File: config.mk
export PLATFORM = sky130hd
export DESIGN_NAME = mct_top
export DESIGN_NICKNAME = d
export VERILOG_FILES = /design/src/mct_pkg.sv /design/src/mct_fifo.sv /design/src/mct_baud_gen.sv /design/src/mct_top.sv
export SDC_FILE = /design/constraint.sdc
export NUM_CORES = 1
export LEC_CHECK = 0
export ABC_AREA = 1
export BUFFER_PORTS_ARGS = -buffer_cell sky130_fd_sc_hd__buf_2
export CORE_MARGIN = 5
export CORE_UTILIZATION = 53
export DETAILED_ROUTE_END_ITERATION = 7
export PLACE_DENSITY_LB_ADDON = 0.3
export SLEW_MARGIN = 20
export SYNTH_ARGS = -nofsm -noshare
export SYNTH_HDL_FRONTEND = slang
export SYNTH_HIERARCHICAL = 1
export SYNTH_SLANG_ARGS = --single-unit
export TNS_END_PERCENT = 50
File: constraint.sdc
create_clock -name ref_clk_i -period 3.5 [get_ports ref_clk_i]
set_clock_uncertainty 0.1 [all_clocks]
set_input_delay 0.7 -clock ref_clk_i [delete_from_list [all_inputs] [get_ports ref_clk_i]]
set_output_delay 0.7 -clock ref_clk_i [all_outputs]
set_load 0.005 [all_outputs]
File: src/mct_pkg.sv
package mct_pkg;

  localparam logic [15:0] ADDR_PORT0_LATCH = 16'hff00;
  localparam logic [15:0] ADDR_PORT1_LATCH = 16'hff01;
  localparam logic [15:0] ADDR_PORT0_DIR = 16'hff20;
  localparam logic [15:0] ADDR_PORT1_DIR = 16'hff21;
  localparam logic [15:0] ADDR_CODER_CONTROL = 16'hff60;
  localparam logic [15:0] ADDR_BASE_CLOCK_SELECT = 16'hff61;
  localparam logic [15:0] ADDR_BAUD_DIVISOR = 16'hff62;
  localparam logic [15:0] ADDR_CODER_STATUS = 16'hff63;
  localparam logic [15:0] ADDR_TX_BUFFER = 16'hff64;
  localparam logic [15:0] ADDR_BIT_COUNT = 16'hff65;
  localparam logic [15:0] ADDR_ALT_PIN_SELECT = 16'hff70;

  localparam logic [7:0] RST_PORT_DIR = 8'hff;
  localparam logic [7:0] RST_PORT_LATCH = 8'h00;
  localparam logic [7:0] RST_CODER_CONTROL = 8'h10;
  localparam logic [2:0] RST_BASE_CLOCK = 3'h0;
  localparam logic [4:0] RST_BAUD_DIVISOR = 5'h1f;
  localparam logic [7:0] RST_TX_BUFFER = 8'hff;
  localparam logic [2:0] RST_BIT_COUNT = 3'h7;
  localparam logic [7:0] RST_ALT_PIN_SELECT = 8'h00;

  // control register fields
  localparam int CTL_ENABLE_BIT = 7;
  localparam int CTL_FIRST_BIT = 4;
  localparam int CTL_FORMAT_BIT = 1;
  localparam int CTL_IDLE_BIT = 0;
  localparam logic [7:0] CTL_WRITE_MASK = 8'h93;
  localparam logic [7:0] ALT_PIN_WRITE_MASK = 8'h33;
  localparam int ROUTE_BIT = 4;
  localparam int STATUS_BUSY_BIT = 7;
  localparam int CODED_PIN_PORT0 = 0;
  localparam int CODED_PIN_PORT1 = 3;

  localparam logic [4:0] MIN_DIVISOR = 5'h04;
  localparam logic [1:0] LATE_START_TICKS = 2'h2;
  localparam int TX_WORD_WIDTH = 11;
  localparam int TX_FIFO_DEPTH = 2;

endpackage : mct_pkg

File: src/mct_fifo.sv
`timescale 1ns/1ps
module mct_fifo #(
  parameter int WIDTH = 11,
  parameter int DEPTH = 2
) (
  input wire logic ref_clk_i,
  input wire logic rst_i,
  input wire logic flush_i,
  input wire logic in_valid_i,
  output logic in_ready_o,
  input wire logic [WIDTH-1:0] in_data_i,
  output logic out_valid_o,
  input wire logic out_ready_i,
  output logic [WIDTH-1:0] out_data_o
);
  localparam int PW = (DEPTH > 1) ? $clog2(DEPTH) : 1;

  logic [WIDTH-1:0] mem_q [DEPTH];
  logic [PW-1:0] wr_ptr_q;
  logic [PW-1:0] rd_ptr_q;
  logic [PW:0] count_q;
  wire push = in_valid_i && in_ready_o;
  wire pop = out_valid_o && out_ready_i;

  function automatic logic [PW-1:0] ptr_next(input logic [PW-1:0] p);
    ptr_next = (p == PW'(DEPTH - 1)) ? '0 : p + PW'(1);
  endfunction : ptr_next

  assign in_ready_o = (count_q != (PW+1)'(DEPTH));
  assign out_valid_o = (count_q != '0);
  assign out_data_o = mem_q[rd_ptr_q];

  always_ff @(posedge ref_clk_i) begin
    if (push) begin
      mem_q[wr_ptr_q] <= in_data_i;
    end
  end

  always_ff @(posedge ref_clk_i) begin
    if (rst_i || flush_i) begin
      wr_ptr_q <= '0;
      rd_ptr_q <= '0;
      count_q <= '0;
    end else begin
      if (push) begin
        wr_ptr_q <= ptr_next(wr_ptr_q);
      end
      if (pop) begin
        rd_ptr_q <= ptr_next(rd_ptr_q);
      end
      count_q <= count_q + (PW+1)'(push) - (PW+1)'(pop);
    end
  end
endmodule : mct_fifo

File: src/mct_baud_gen.sv
`timescale 1ns/1ps
module mct_baud_gen (
  input wire logic ref_clk_i,
  input wire logic rst_i,
  input wire logic run_i,
  input wire logic [2:0] base_code_i,
  input wire logic [4:0] divisor_i,
  output logic base_tick_o,
  output logic baud_o,
  output logic bit_end_o,
  output logic window_o
);
  logic [4:0] pre_q;
  logic [4:0] kcnt_q;
  logic half_q;

  // codes 110 and 111 are undefined; they fall back to the slowest rate
  function automatic logic [4:0] base_mask(input logic [2:0] code);
    case (code)
      3'h0: base_mask = 5'h00;
      3'h1: base_mask = 5'h01;
      3'h2: base_mask = 5'h03;
      3'h3: base_mask = 5'h07;
      3'h4: base_mask = 5'h0f;
      default: base_mask = 5'h1f;
    endcase
  endfunction : base_mask

  function automatic logic [4:0] eff_k(input logic [4:0] div);
    eff_k = (div < mct_pkg::MIN_DIVISOR) ? mct_pkg::MIN_DIVISOR : div;
  endfunction : eff_k

  wire [4:0] mask = base_mask(base_code_i);
  wire [4:0] k_val = eff_k(divisor_i);
  wire k_wrap = (kcnt_q == k_val - 5'h01);

  assign base_tick_o = ((pre_q & mask) == mask);
  assign baud_o = half_q;
  assign bit_end_o = run_i && base_tick_o && k_wrap && half_q;
  // half a baud period plus one base clock before the bit ends
  assign window_o = run_i && base_tick_o && !half_q && (kcnt_q == k_val - 5'h02);

  always_ff @(posedge ref_clk_i) begin
    if (rst_i) begin
      pre_q <= '0;
    end else begin
      pre_q <= pre_q + 5'h01;
    end
  end

  always_ff @(posedge ref_clk_i) begin
    if (rst_i || !run_i) begin
      kcnt_q <= '0;
      half_q <= 1'b0;
    end else if (base_tick_o) begin
      kcnt_q <= k_wrap ? 5'h00 : kcnt_q + 5'h01;
      half_q <= k_wrap ? !half_q : half_q;
    end
  end
endmodule : mct_baud_gen

File: src/mct_top.sv
`timescale 1ns/1ps
// Summary of operation
// - the unit sends only while control bit 7 is set; otherwise stopped.
// - first-bit select 0 sends most significant first, 1 least significant.
// - format select 0 gives Manchester output, 1 plain bit output.
// - outside a transfer the output rests at the idle level bit.
// - base clock field picks system clock divided by 1 to 32.
// - divisor k is the field value, with values below 4 acting as 4.
// - bit period is two k base clocks; baud clock is divided again by two.
// - routing bit 4 selects port 0 bit 0 or port 1 bit 3.
// - direction bit 0 enables the pin driver; direction registers reset to ones.
// - Manchester mode sends units of 1 to 8 bits, each bit coded.
// - buffer write while enabled starts sending; count and data load together.
// - the start interrupt pulses when buffer data moves into the shifter.
// - the shifter advances each baud period; Manchester XORs bit with baud clock.
// - last bit is at count zero; early writes follow on without gap.
// - a write in the late window starts the next unit two base clocks later.
// - busy reads one while sending; reset, disable or running dry clears it.
// - bit count field gives length value plus one, reset value seven.
// - short units always take the low-order bits of the buffer.
module mct_top (
  input wire logic ref_clk_i,
  input wire logic rst_i,
  input wire logic [15:0] bus_addr_i,
  input wire logic bus_wr_i,
  input wire logic bus_rd_i,
  input wire logic [7:0] bus_wdata_i,
  output logic [7:0] bus_rdata_o,
  output logic [7:0] port0_out_o,
  output logic [7:0] port0_oe_o,
  output logic [7:0] port1_out_o,
  output logic [7:0] port1_oe_o,
  output logic tx_start_interrupt_o,
  output logic tx_buffer_full_o
);
  typedef enum logic [1:0] {
    MCT_IDLE,
    MCT_SEND,
    MCT_GAP
  } mct_state_t;

  mct_state_t state_q;
  mct_state_t state_d;

  logic [7:0] port0_direction_q;
  logic [7:0] port1_direction_q;
  logic [7:0] port0_latch_q;
  logic [7:0] port1_latch_q;
  logic [7:0] coder_control_q;
  logic [2:0] base_clock_field_q;
  logic [4:0] baud_divisor_field_q;
  logic [7:0] tx_buffer_q;
  logic [2:0] bit_count_q;
  logic [7:0] alt_pin_select_q;

  logic [7:0] shift_q;
  logic [2:0] cnt_q;
  logic pend_ok_q;
  logic [1:0] gap_q;
  logic coded_q;
  logic irq_q;
  logic full_q;
  logic [7:0] rdata_q;
  logic [7:0] p0_out_q;
  logic [7:0] p0_oe_q;
  logic [7:0] p1_out_q;
  logic [7:0] p1_oe_q;

  // register decode
  wire hit_p0l = (bus_addr_i == mct_pkg::ADDR_PORT0_LATCH);
  wire hit_p1l = (bus_addr_i == mct_pkg::ADDR_PORT1_LATCH);
  wire hit_p0d = (bus_addr_i == mct_pkg::ADDR_PORT0_DIR);
  wire hit_p1d = (bus_addr_i == mct_pkg::ADDR_PORT1_DIR);
  wire hit_ctl = (bus_addr_i == mct_pkg::ADDR_CODER_CONTROL);
  wire hit_bcs = (bus_addr_i == mct_pkg::ADDR_BASE_CLOCK_SELECT);
  wire hit_div = (bus_addr_i == mct_pkg::ADDR_BAUD_DIVISOR);
  wire hit_sts = (bus_addr_i == mct_pkg::ADDR_CODER_STATUS);
  wire hit_txb = (bus_addr_i == mct_pkg::ADDR_TX_BUFFER);
  wire hit_bit = (bus_addr_i == mct_pkg::ADDR_BIT_COUNT);
  wire hit_alt = (bus_addr_i == mct_pkg::ADDR_ALT_PIN_SELECT);

  // control fields
  wire unit_enable = coder_control_q[mct_pkg::CTL_ENABLE_BIT];
  wire first_bit_select = coder_control_q[mct_pkg::CTL_FIRST_BIT];
  wire format_select = coder_control_q[mct_pkg::CTL_FORMAT_BIT];
  wire idle_level_select = coder_control_q[mct_pkg::CTL_IDLE_BIT];
  wire coder_pin_route = alt_pin_select_q[mct_pkg::ROUTE_BIT];
  wire tx_busy_flag = (state_q != MCT_IDLE);

  // baud generation
  wire base_tick;
  wire baud_clk;
  wire bit_end;
  wire window;
  wire sending = (state_q == MCT_SEND);

  mct_baud_gen u_baud (
    .ref_clk_i(ref_clk_i),
    .rst_i(rst_i),
    .run_i(sending),
    .base_code_i(base_clock_field_q),
    .divisor_i(baud_divisor_field_q),
    .base_tick_o(base_tick),
    .baud_o(baud_clk),
    .bit_end_o(bit_end),
    .window_o(window)
  );

  // pending units, snapshot of bit count taken at the buffer write
  wire fifo_in_ready;
  wire fifo_out_valid;
  wire [mct_pkg::TX_WORD_WIDTH-1:0] fifo_out_data;
  wire buf_write = bus_wr_i && hit_txb;
  wire fifo_push = buf_write && unit_enable;
  wire load;

  mct_fifo #(
    .WIDTH(mct_pkg::TX_WORD_WIDTH),
    .DEPTH(mct_pkg::TX_FIFO_DEPTH)
  ) u_fifo (
    .ref_clk_i(ref_clk_i),
    .rst_i(rst_i),
    .flush_i(!unit_enable),
    .in_valid_i(fifo_push),
    .in_ready_o(fifo_in_ready),
    .in_data_i({bit_count_q, bus_wdata_i}),
    .out_valid_o(fifo_out_valid),
    .out_ready_i(load),
    .out_data_o(fifo_out_data)
  );

  wire [2:0] next_len = fifo_out_data[10:8];
  wire [7:0] next_data = fifo_out_data[7:0];
  wire last_bit = (cnt_q == 3'h0);
  wire unit_done = sending && bit_end && last_bit;
  wire gap_done = (state_q == MCT_GAP) && base_tick && (gap_q == mct_pkg::LATE_START_TICKS - 2'h1);

  // start: from idle, gapless follow-on, or late follow-on after the gap
  assign load = unit_enable && fifo_out_valid && ((state_q == MCT_IDLE)
      || (unit_done && pend_ok_q) || gap_done);

  // low-order bits first aligned to the top when sending msb first
  wire [7:0] msb_aligned = 8'(next_data << (3'h7 - next_len));
  wire cur_bit = first_bit_select ? shift_q[0] : shift_q[7];
  wire manch_bit = cur_bit ^ baud_clk;
  wire coded_d = !sending ? idle_level_select : (format_select ? cur_bit : manch_bit);

  always_comb begin
    state_d = state_q;
    case (state_q)
      MCT_IDLE: begin
        if (load) begin
          state_d = MCT_SEND;
        end
      end
      MCT_SEND: begin
        if (unit_done && !load) begin
          state_d = fifo_out_valid ? MCT_GAP : MCT_IDLE;
        end
      end
      MCT_GAP: begin
        if (!fifo_out_valid) begin
          state_d = MCT_IDLE;
        end else if (load) begin
          state_d = MCT_SEND;
        end
      end
      default: state_d = MCT_IDLE;
    endcase
    if (!unit_enable) begin
      state_d = MCT_IDLE;
    end
  end

  always_ff @(posedge ref_clk_i) begin
    if (rst_i) begin
      state_q <= MCT_IDLE;
    end else begin
      state_q <= state_d;
    end
  end

  // shifter and bit counter
  always_ff @(posedge ref_clk_i) begin
    if (rst_i) begin
      shift_q <= '0;
      cnt_q <= '0;
    end else if (load) begin
      shift_q <= first_bit_select ? next_data : msb_aligned;
      cnt_q <= next_len;
    end else if (sending && bit_end && !last_bit) begin
      shift_q <= first_bit_select ? {1'b0, shift_q[7:1]} : {shift_q[6:0], 1'b0};
      cnt_q <= cnt_q - 3'h1;
    end
  end

  // was the next unit already waiting when the late window opened
  always_ff @(posedge ref_clk_i) begin
    if (rst_i || !sending) begin
      pend_ok_q <= 1'b0;
    end else if (window && last_bit) begin
      pend_ok_q <= fifo_out_valid;
    end
  end

  always_ff @(posedge ref_clk_i) begin
    if (rst_i || state_q != MCT_GAP) begin
      gap_q <= '0;
    end else if (base_tick) begin
      gap_q <= gap_q + 2'h1;
    end
  end

  always_ff @(posedge ref_clk_i) begin
    if (rst_i) begin
      coded_q <= 1'b0;
      irq_q <= 1'b0;
      full_q <= 1'b0;
    end else begin
      coded_q <= coded_d;
      irq_q <= load;
      full_q <= !fifo_in_ready;
    end
  end

  // register writes; mode bits are used live, software keeps them still while enabled
  always_ff @(posedge ref_clk_i) begin
    if (rst_i) begin
      port0_direction_q <= mct_pkg::RST_PORT_DIR;
      port1_direction_q <= mct_pkg::RST_PORT_DIR;
      port0_latch_q <= mct_pkg::RST_PORT_LATCH;
      port1_latch_q <= mct_pkg::RST_PORT_LATCH;
      coder_control_q <= mct_pkg::RST_CODER_CONTROL;
      base_clock_field_q <= mct_pkg::RST_BASE_CLOCK;
      baud_divisor_field_q <= mct_pkg::RST_BAUD_DIVISOR;
      tx_buffer_q <= mct_pkg::RST_TX_BUFFER;
      bit_count_q <= mct_pkg::RST_BIT_COUNT;
      alt_pin_select_q <= mct_pkg::RST_ALT_PIN_SELECT;
    end else if (bus_wr_i) begin
      if (hit_p0d) begin
        port0_direction_q <= bus_wdata_i;
      end
      if (hit_p1d) begin
        port1_direction_q <= bus_wdata_i;
      end
      if (hit_p0l) begin
        port0_latch_q <= bus_wdata_i;
      end
      if (hit_p1l) begin
        port1_latch_q <= bus_wdata_i;
      end
      if (hit_ctl) begin
        coder_control_q <= bus_wdata_i & mct_pkg::CTL_WRITE_MASK;
      end
      if (hit_bcs) begin
        base_clock_field_q <= bus_wdata_i[2:0];
      end
      if (hit_div) begin
        baud_divisor_field_q <= bus_wdata_i[4:0];
      end
      if (hit_txb) begin
        tx_buffer_q <= bus_wdata_i;
      end
      if (hit_bit) begin
        bit_count_q <= bus_wdata_i[2:0];
      end
      if (hit_alt) begin
        alt_pin_select_q <= bus_wdata_i & mct_pkg::ALT_PIN_WRITE_MASK;
      end
    end
  end

  // read port; unmapped addresses read zero
  wire [7:0] rd_mux = hit_p0l ? port0_latch_q
      : hit_p1l ? port1_latch_q
      : hit_p0d ? port0_direction_q
      : hit_p1d ? port1_direction_q
      : hit_ctl ? coder_control_q
      : hit_bcs ? {5'h00, base_clock_field_q}
      : hit_div ? {3'h0, baud_divisor_field_q}
      : hit_sts ? {tx_busy_flag, 7'h00}
      : hit_txb ? tx_buffer_q
      : hit_bit ? {5'h00, bit_count_q}
      : hit_alt ? alt_pin_select_q
      : 8'h00;

  always_ff @(posedge ref_clk_i) begin
    if (rst_i) begin
      rdata_q <= 8'h00;
    end else if (bus_rd_i) begin
      rdata_q <= rd_mux;
    end
  end

  // pins: coded output replaces the latch only on the routed pin while enabled
  wire use_p0 = unit_enable && !coder_pin_route;
  wire use_p1 = unit_enable && coder_pin_route;
  wire [7:0] p0_sel = 8'(use_p0) << mct_pkg::CODED_PIN_PORT0;
  wire [7:0] p1_sel = 8'(use_p1) << mct_pkg::CODED_PIN_PORT1;
  wire [7:0] p0_drive = (port0_latch_q & ~p0_sel) | ({8{coded_q}} & p0_sel);
  wire [7:0] p1_drive = (port1_latch_q & ~p1_sel) | ({8{coded_q}} & p1_sel);

  always_ff @(posedge ref_clk_i) begin
    if (rst_i) begin
      p0_out_q <= 8'h00;
      p1_out_q <= 8'h00;
      p0_oe_q <= 8'h00;
      p1_oe_q <= 8'h00;
    end else begin
      p0_out_q <= p0_drive;
      p1_out_q <= p1_drive;
      p0_oe_q <= ~port0_direction_q;
      p1_oe_q <= ~port1_direction_q;
    end
  end

  assign bus_rdata_o = rdata_q;
  assign port0_out_o = p0_out_q;
  assign port0_oe_o = p0_oe_q;
  assign port1_out_o = p1_out_q;
  assign port1_oe_o = p1_oe_q;
  assign tx_start_interrupt_o = irq_q;
  assign tx_buffer_full_o = full_q;
endmodule : mct_top

After elaboration in Yosys (flattened, before gate mapping)
Memories as Yosys holds them, arrays and structs flattened. A register that Yosys moved wholly into a read port is not among the register bits.
Index checks and enable logic that the tools add are counted.
- flip-flop bits (word level): 133
- bits in writable memories: 22
- input bits: 28
- word-level logic and storage cells: 165
- memories: 1
- memories (memory ; depth ; width ; rd ports ; clocked after Yosys merged registers in ; write ports ; line ; source):
    u_fifo.mem_q ; 2 ; 11 ; 1 ; 1 ; 1 ; mct_fifo.sv:18 ; logic [WIDTH-1:0] mem_q [DEPTH];
- $add $sub $neg: 11
- magnitude comparators: 1
- equality and inequality tests: 24
- shift-type cells: 1
- mux-type cells: 34
- bitwise logic cells: 13
- reductions and logical operators: 51
- operators with widths (operator ; count):
    16-bit == test (second input constant) ; 11
    8-bit two-way mux ; 13
    5-bit one-hot mux with 5 select lines ; 1
    2-bit AND reduction ; 11
    1-bit logical AND ; 21
    8-bit AND ; 2
    8-bit inverter ; 2
    8-bit OR ; 2
    5-bit == test ; 3
    6-bit two-way mux ; 2
    5-bit by 1-bit adder with 5-bit output (second input constant) ; 2
    5-bit two-way mux ; 2
    1-bit two-way mux ; 9
    8-bit by 1-bit AND with 8-bit output ; 1
    8-bit by 4-bit AND with 8-bit output ; 1
    2-bit two-way mux ; 4
    1-bit inverter with 8-bit output ; 1
    4-bit inverter with 8-bit output ; 1
    8-bit by 3-bit << shifter with 8-bit output ; 1
    1-bit logical NOT ; 7
    3-bit by 2-bit == test with 1-bit output (second input constant) ; 2
    3-bit logical NOT ; 2
    3-bit two-way mux ; 2
    2-bit one-hot mux with 3 select lines ; 1
    22 further kinds ; 31

Longest topological paths before layout
Gate-level depths: netlist (run 1).
- word-level depth: 17
- depth in mapped cells: 29
- depth with buffers taken out: 28

Modules after synthesis
The synthesis (run 1) kept the hierarchy.
- by module, submodules not included (module ; instances ; cells an instance ; area an instance (µm²) ; sequential area each (µm²)):
    mct_top ; 1 ; 712 ; 5237.5 ; 2362.3
    mct_fifo ; 1 ; 71 ; 1099.8 ; 760.7
    mct_baud_gen ; 1 ; 136 ; 860.8 ; 220.2

Worst setup path before layout (run 1)
No wires, ideal clock.
- path type: reg2reg
- start: register baud_divisor_field_q[3]
- end: register u_fifo.count_q[1]
- library setup time: 0.115 ns
- data arrival time: 3.075 ns
- slack: 0.210 ns
- stages on the path, launching flop included: 28
- period minus slack after synthesis: 3.290 ns
- cell sequence: dfxtp_1 nor2_4 nand2_2 nand2_1 ha_1 nand2_1 inv_1 nor2_1 nor2_2 nor2_2 nand3_2 nor2_2 nand4_1 nor2_1 nand4_1 o21ai_1 nand3_2 inv_2 buf_4 inv_1 nor2_4 xnor2_1 ha_1 inv_1 nand2_1 nand2_1 a21oi_1 nor2_1
- cells in the longest elaborated chain, start to end: 14
- RTL lines (what ; line ; source):
    from (decl) ; mct_top.sv:51 ; logic [4:0] baud_divisor_field_q;
    from (signal assigned) ; mct_top.sv:235 ; baud_divisor_field_q <= mct_pkg::RST_BAUD_DIVISOR;
    from (signal assigned) ; mct_top.sv:259 ; baud_divisor_field_q <= bus_wdata_i[4:0];
    5-bit by 3-bit less-than comparator with 1-bit output ; mct_baud_gen.sv:30 ; eff_k = (div < mct_pkg::MIN_DIVISOR) ? mct_pkg::MIN_DIVISOR : div;
    5-bit two-way mux * ; mct_baud_gen.sv:30 ;
    5-bit by 1-bit subtractor with 5-bit output * ; mct_baud_gen.sv:35 ; wire k_wrap = (kcnt_q == k_val - 5'h01);
    5-bit == test * ; mct_baud_gen.sv:35 ;
    1-bit logical AND * (2 in series) ; mct_baud_gen.sv:39 ; assign bit_end_o = run_i && base_tick_o && k_wrap && half_q;
    named net bit_end ; mct_top.sv:93 ; wire bit_end;
    1-bit logical AND * (2 in series) ; mct_top.sv:135 ; wire unit_done = sending && bit_end && last_bit;
    1-bit logical AND * ; mct_top.sv:140 ; || (unit_done && pend_ok_q) || gap_done);
    1-bit logical OR * (2 in series) ; mct_top.sv:140 ;
    1-bit logical AND * ; mct_top.sv:139 ; assign load = unit_enable && fifo_out_valid && ((state_q == MCT_IDLE)
    named net load ; mct_top.sv:115 ; wire load;
    1-bit logical AND * ; mct_fifo.sv:23 ; wire pop = out_valid_o && out_ready_i;
    2-bit by 1-bit subtractor with 2-bit output * ; mct_fifo.sv:51 ; count_q <= count_q + (PW+1)'(push) - (PW+1)'(pop);
    to (signal assigned) ; mct_fifo.sv:51 ;
    to (decl) ; mct_fifo.sv:21 ; logic [PW:0] count_q;
The timed path passes the listed nets; every way through them passes the cells marked *.
A chain may end at the register's enable or synchronous reset.

Worst setup path in the final report (run 1)
- start: register baud_divisor_field_q[4]
- end: register u_fifo.count_q[1]
- cells in the longest elaborated chain, start to end: 14
- RTL lines (what ; line):
    5-bit by 3-bit less-than comparator with 1-bit output ; mct_baud_gen.sv:30
    5-bit two-way mux * ; mct_baud_gen.sv:30
    5-bit by 1-bit subtractor with 5-bit output * ; mct_baud_gen.sv:35
    5-bit == test * ; mct_baud_gen.sv:35
    1-bit logical AND * (2 in series) ; mct_baud_gen.sv:39
    named net bit_end ; mct_top.sv:93
    1-bit logical AND * (2 in series) ; mct_top.sv:135
    1-bit logical AND * ; mct_top.sv:140
    1-bit logical OR * (2 in series) ; mct_top.sv:140
    1-bit logical AND * ; mct_top.sv:139
    1-bit logical AND * ; mct_fifo.sv:23
    2-bit by 1-bit subtractor with 2-bit output * ; mct_fifo.sv:51
Marks and branches as above.

==> run_results.csv, run 1 <==
group,metric,value,unit
layout,fin_nets,1031,
drt,drc,0,
placed_design,hpwl,12000,um
synthesis,yosys.area.top_type,"dfxtp_1",
synthesis,synth_seq_cells,156,
synthesis,synth_most_common_cell,"nand2_1",
power,power_density,449,mW/mm2
placed_design,place_inst,1147,
drt,wire_per_inst,14.4,um
layout,drive_gt1_frac,0.199,
global_route,grt_pass1_wl,28300,um
clocking,clock_tree.buffer_depth,2,
sta,slew-limit-headroom,0.525,
layout,diodes,0,
floorplanning,dieWidth,127,um
floorplanning,initial_core_util,0.541,
synthesis,async_flop_share,0,
critical_path,required,3.72,ns
critical_path,arrival,3.46,ns
layout,area_growth,15.7,%
drt,totalWireLength,17000,um
sta,final.setup.tns,0,ns
power,p_leak,3.84,nW
floorplanning,die_area,0.0160,mm2
sta,rsz0062_at_grt,"false",
drt,vias,6180,
global_route,grt_pass1_vias,5629,
synthesis,yosysTopAreaCellShare,0.373,
power,irDropWorstVdd,323,uV
synthesis,synth_flop_cell,"dfxtp_1",
global_route,grt_max_degree,56,
floorplanning,io_pins,70,
global_route,grt_overflow_total,0,
clocking,cts_tree,"done",
drt,wl_met1,7860,um
synthesis,synth-edff-count,22,
synthesis,synth_nets,956,
synthesis,seq_area_frac_synth,0.464,
synthesis,postSynthCellCount,919,
sta,finalHoldViolCount,0,
floorplanning,core,0.0133,mm2
synthesis,synth_area_leaders,"dfxtp_1 37%, nand2_1 11%, edfxtp_1 9.2%, inv_1 5.6%, nor2_1 4.2%",
drt,highest-signal-layer,"met4",
clocking,holdBufCountCts,0,
global_route,antenna_found_initial,0,
placed_design,io_buffers,69,
clocking,h-tree-depth,4,
drt,postRouteAntennaNets,0,
clocking,clkTransAtPathRegs,0.06,ns
min_path,worstHoldPathType,"reg2reg",
drt,drtIter0Drc,662,
drt,route.met3.wl,1280,um
sta,layout_min_cycle_time,3.24,ns
synthesis,synth_common_cells,"220 x nand2_1, 134 x dfxtp_1, 108 x inv_1",
synthesis,syn-cell-area,0.00720,mm2
critical_path,path_max_fanout,6,
sta,setup-violations-final,0,
placed_design,gp_congestion,0.899,
run_status,status,"complete, no violations",
drt,drt_pass1_iterations,5,
run,cap_viol_max_count,0,
global_route,track_usage,0.219,
sta,slew_violations,0,
clocking,cts.sinks,156,
floorplanning,die_y,127,um
drt,via_per_inst,5.22,
sta,max_freq,308,MHz
clocking,clk_latency,0.43,ns
floorplanning,rows,42,
clocking,root_buffer,"clkbuf_16",
layout,layout.cells.non_filler,1183,
critical_path,setup.worst_path.end_class,"flop",
sta,period_share,0.927,
drt,dr_wl_met2,7550,um
synthesis,ys_types,47,
sta,worst_pin_slew,0.711,ns
layout,final_area,0.00833,mm2
critical_path,cp-start-kind,"flop",
synthesis,ys_warn_count,6,
critical_path,worstSetupPathType,"reg2reg",
synthesis,synth_area_per_cell,7.83,um2
placed_design,placed_area,0.00769,mm2
clocking,cts_made_buffers,17,
[final timing paths]
| check | from | end | slack, ns | cells past startpoint |
|---|---|---|---|---|
| max reg2reg | baud_divisor_field_q[4]$_SDFFE_PP1P_ | u_fifo/count_q[1]$_SDFF_PP0_ | 0.26 | 25 |
| min reg2reg | port0_latch_q[2]$_SDFFE_PP0P_ | port0_out_o[2]$_SDFF_PP0_ | 0.34 | 2 |
| min | port0_latch_q[2]$_SDFFE_PP0P_ | port0_out_o[2]$_SDFF_PP0_ | 0.34 | 2 |
| max | baud_divisor_field_q[4]$_SDFFE_PP1P_ | u_fifo/count_q[1]$_SDFF_PP0_ | 0.26 | 25 |
[repair_timing]
item | 4_1_cts | 5_1_grt
gates resized for setup | 0 | 6
buffers inserted | 0 | 4
setup endpoints to repair | 0 | 2
[sequential cells by signal, summed over array words and instances, names as in the netlist, 4 cells and up, named ones only]
register	count
u_fifo/mem_q	22
bus_rdata_o	8
port0_direction_q	8
port0_latch_q	8
port0_oe_o	8
port0_out_o	8
port1_direction_q	8
port1_latch_q	8
port1_oe_o	8
port1_out_o	8
shift_q	8
tx_buffer_q	8
baud_divisor_field_q	5
u_baud/kcnt_q	5
u_baud/pre_q	5
alt_pin_select_q	4
coder_control_q	4
[critical path, stage by stage (launching register included)]
cell	delay, ns
dfxtp_2	0.35
nor2_4	0.15
nand2_2	0.10
nand2_2	0.11
ha_2	0.21
nor2_1	0.04
nor2_1	0.16
nor2_2	0.05
nor2_2	0.11
nand3_2	0.07
nor2_2	0.12
nand4_1	0.13
nor2_2	0.16
nand4_1	0.10
o21ai_1	0.11
nand3_2	0.15
inv_2	0.09
inv_1	0.06
nor2_4	0.12
xnor2_1	0.14
ha_2	0.20
inv_1	0.04
nand2_1	0.05
nand2_1	0.06
a21oi_1	0.11
nor2_1	0.06
[cells in the final DEF, fill, tap and decap left out, types with 14 or more instances in the layout]
cell type  synthesis  layout
nor2_2            13      14
inv_2             18      18
clkbuf_16          0      18
dfxtp_1          134     132
nand3_1           42      42
buf_2              4      69
o211ai_1          39      39
edfxtp_1          22      22
nand2_1          220     219
inv_1            108     108
o21ai_0           47      47
a21oi_1           49      49
nor2_1            81      80
[cells by family (layout without fill, tap and decap cells)]
| kind of cell | after synthesis | count (layout) | share of synthesized area |
|---|---|---|---|
| DFF | 156 | 156 | 0.464 |
| adders and majority gates | 9 | 9 | 0.0156 |
| AOI/OAI and AO/OA | 161 | 161 | 0.132 |
| buffers and inverters | 155 | 243 | 0.0862 |
| muxes | 12 | 12 | 0.0238 |
| and+or+nand+nor | 418 | 418 | 0.268 |
| xor gates and xnor gates | 8 | 8 | 0.00973 |
[area by class of cell]
type	count	area, um2
Tap cell	176	220
Multi-Input combinational cell	608	3240
Sequential cell	156	3350
Fill cell	1141	4970
Clock inverter	13	125
Timing Repair Buffer	82	443
Clock buffer	19	464
Inverter	129	484
[stage by stage]
stage / util / power, mW / setup slack, ns / hold WS (ns)
after floorplan: - / 1.91 / 0.210 / 0.310
final: 0.626 / 3.74 / 0.257 / 0.341
after global routing: 0.626 / 3.86 / 0.0122 / 0.363
after global placement: 0.579 / 1.95 / 0.239 / 0.332
after detailed placement: 0.579 / 1.95 / 0.109 / 0.330
after CTS: 0.623 / 3.75 / 0.106 / 0.340
[per-layer routing]
layer  GRT usage  vias up
met3      0.0521       25
met2       0.322      215
met1       0.318     2785
met5           0        -
li1            -     3155
met4      0.0732        0
[report_power, final]
group,switching (mW),internal (mW),total [mW]
Sequential,0.00273,1.82,1.82
Combinational,0.0726,0.0237,0.0963
Clock,0.767,1.05,1.82
(Power assumes the default switching activity.)
==> run 2, diff against run 1 <==
--- a/config.mk
+++ b/config.mk
@@ -7,6 +7,7 @@
 export LEC_CHECK = 0
 export ABC_AREA = 1
 export BUFFER_PORTS_ARGS = -buffer_cell sky130_fd_sc_hd__buf_2
+export CORE_ASPECT_RATIO = 0.6
 export CORE_MARGIN = 5
 export CORE_UTILIZATION = 53
 export DETAILED_ROUTE_END_ITERATION = 7
==> run 2 against run 1 <==
Final area increased by 0.29%. Maximum frequency is 1.2% higher. Power about the same. Wire length is 6.3% higher. Hold slack better by 0.00085 ns. Via count increased by 0.95%. Sequential power about the same. Flip-flop and latch count unchanged. Combinational power is 5% higher. Count of clock-buffer cells in the layout fell by 2. Register-to-register slack better by 0.04 ns. Cell count shrank 0.25%. Critical path type unchanged.
==> run_results.csv, run 2 (synthesis results as in run 1) <==
group,metric,value,unit
drt,totalWireLength,18100,um
power,p_leak,3.86,nW
global_route,grt_max_degree,56,
floorplanning,rows,33,
placed_design,io_buffers,69,
sta,finalHoldViolCount,0,
global_route,track_usage,0.231,
drt,vias,6239,
placed_design,gp_congestion,0.911,
sta,max_freq,312,MHz
placed_design,place_worst_setup_slack,0.0785,ns
placed_design,placed_area,0.00771,mm2
critical_path,required,3.71,ns
critical_path,worstSetupPathType,"reg2reg",
critical_path,setup.worst_path.end_class,"flop",
sta,slew_violations,0,
critical_path,critPathSlowestCell,"dfxtp_4",
layout,area_growth,16.0,%
critical_path,crit_top_cell,"nand2_1",
run_status,status,"complete, no violations",
layout,top_register,"u_fifo/mem_q",
critical_path,path_max_fanout,6,
floorplanning,die_y,100,um
layout,diodes,0,
clocking,clkTransAtPathRegs,0.07,ns
clocking,holdBufCountCts,0,
critical_path,crit_chain,"nor2_4 -> nand2_4 -> nand2_4 -> ha_2 -> xor2_1 -> nand2_1 -> nor2_2 -> nand3_2 -> nor2_4 -> nand4_1 -> nor2_2 -> nand4_1 -> o21ai_1 -> nand3_2 -> inv_2 -> inv_1 -> nor2_4 -> xnor2_2 -> ha_2 -> nand2_1 -> nand2_1 -> nand3_1 -> nand2_1 -> nor2_1",
sta,setup-violations-final,0,
drt,postRouteAntennaNets,0,
critical_path,cp-start-kind,"flop",
layout,final_area,0.00835,mm2
min_path,worstHoldPathType,"reg2reg",
clocking,cts_tree,"done",
floorplanning,dieWidth,160,um
clocking,h-tree-depth,4,
drt,wire_per_inst,15.3,um
floorplanning,io_pins,70,
clocking,clk_latency,0.42,ns
sta,slew-limit-headroom,0.494,
power,power_density,447,mW/mm2
floorplanning,core,0.0135,mm2
run,cap_viol_max_count,0,
sta,fin_hold_ws,0.342,ns
critical_path,max_stage_delay,0.37,ns
floorplanning,die_area,0.0161,mm2
global_route,antenna_found_initial,0,
layout,drive_gt1_frac,0.198,
power,power,3.74,mW
clocking,cts.sinks,156,
power,irDropWorstVdd,333,uV
global_route,grt_overflow_total,0,
drt,drc,0,
drt,drt_pass1_iterations,5,
placed_design,hpwl,12800,um
layout,final_common_cell,"nand2_1",
layout,fin_nets,1029,
global_route,grt_pass1_wl,29700,um
global_route,grt_pass1_vias,5716,
floorplanning,initial_core_util,0.535,
clocking,root_buffer,"clkbuf_16",
sta,layout_min_cycle_time,3.20,ns
sta,worst_slack,0.297,ns
layout,final_cell_mix,"219 x nand2_1, 132 x dfxtp_1, 107 x inv_1, 80 x nor2_1, 69 x buf_2",
sta,period_share,0.915,
clocking,cts_made_buffers,17,
layout,fillers,1167,
layout,largest_reg_flops,22,
sta,worst_pin_slew,0.758,ns
critical_path,arrival,3.42,ns
clocking,clock_tree.buffer_depth,2,
drt,drtIter0Drc,581,
sta,rsz0062_at_grt,"false",
sta,final.setup.tns,0,ns
drt,via_per_inst,5.29,
[run 2: repair_timing]
| item | CTS | global route |
|---|---|---|
| setup endpoints to repair | 0 | 11 |
| resized for setup | 0 | 12 |
| buffers inserted | 0 | 2 |
[run 2: worst paths after layout]
| path | slack, ns | endpoint | cells after the start | from |
|---|---|---|---|---|
| max | 0.30 | u_fifo/count_q[1]$_SDFF_PP0_ | 24 | baud_divisor_field_q[4]$_SDFFE_PP1P_ |
| min reg2reg | 0.34 | port1_out_o[4]$_SDFF_PP0_ | 2 | port1_latch_q[4]$_SDFFE_PP0P_ |
| max reg2reg | 0.30 | u_fifo/count_q[1]$_SDFF_PP0_ | 24 | baud_divisor_field_q[4]$_SDFFE_PP1P_ |
| min | 0.34 | port1_out_o[4]$_SDFF_PP0_ | 2 | port1_latch_q[4]$_SDFFE_PP0P_ |
[run 2: per-layer routing]
layer	up-vias	GRT usage	wire length, um
met5	-	0.0121	0
met4	0	0.0509	197
met3	17	0.0566	1740
met2	253	0.313	6960
met1	2804	0.364	9180
li1	3165	-	-
[run 2: worst max-delay path: cells and delay by family (launching register included)]
| family | cells | cell delay (ns) |
|---|---|---|
| simple gates | 17 | 1.63 |
| xor+xnor | 2 | 0.26 |
| flops | 1 | 0.37 |
| buf+inv | 2 | 0.14 |
| fa+ha+maj | 2 | 0.47 |
| compound gates | 1 | 0.11 |
[run 2: area by class of cell]
class / count / area [um2] / area share
multi-input combinational: 608 / 3270 / 0.391
timing repair buffer: 80 / 440 / 0.0527
inverter: 129 / 484 / 0.0580
tap: 175 / 219 / 0.0262
clock inverter: 15 / 164 / 0.0196
sequential: 156 / 3350 / 0.401
clock buffer: 17 / 425 / 0.0509
[run 2: metrics by stage]
stage                     utilization  cells
final                           0.620   1180
after global routing            0.620   1180
after CTS                       0.616   1178
after detailed placement        0.573   1146
after global placement          0.573   1146
after floorplan                     -    919
[run 2: power by group]
part | internal, mW | switching [mW]
sequential | 1.81 | 0.00281
clock | 0.962 | 0.855
combinational | 0.0252 | 0.0760
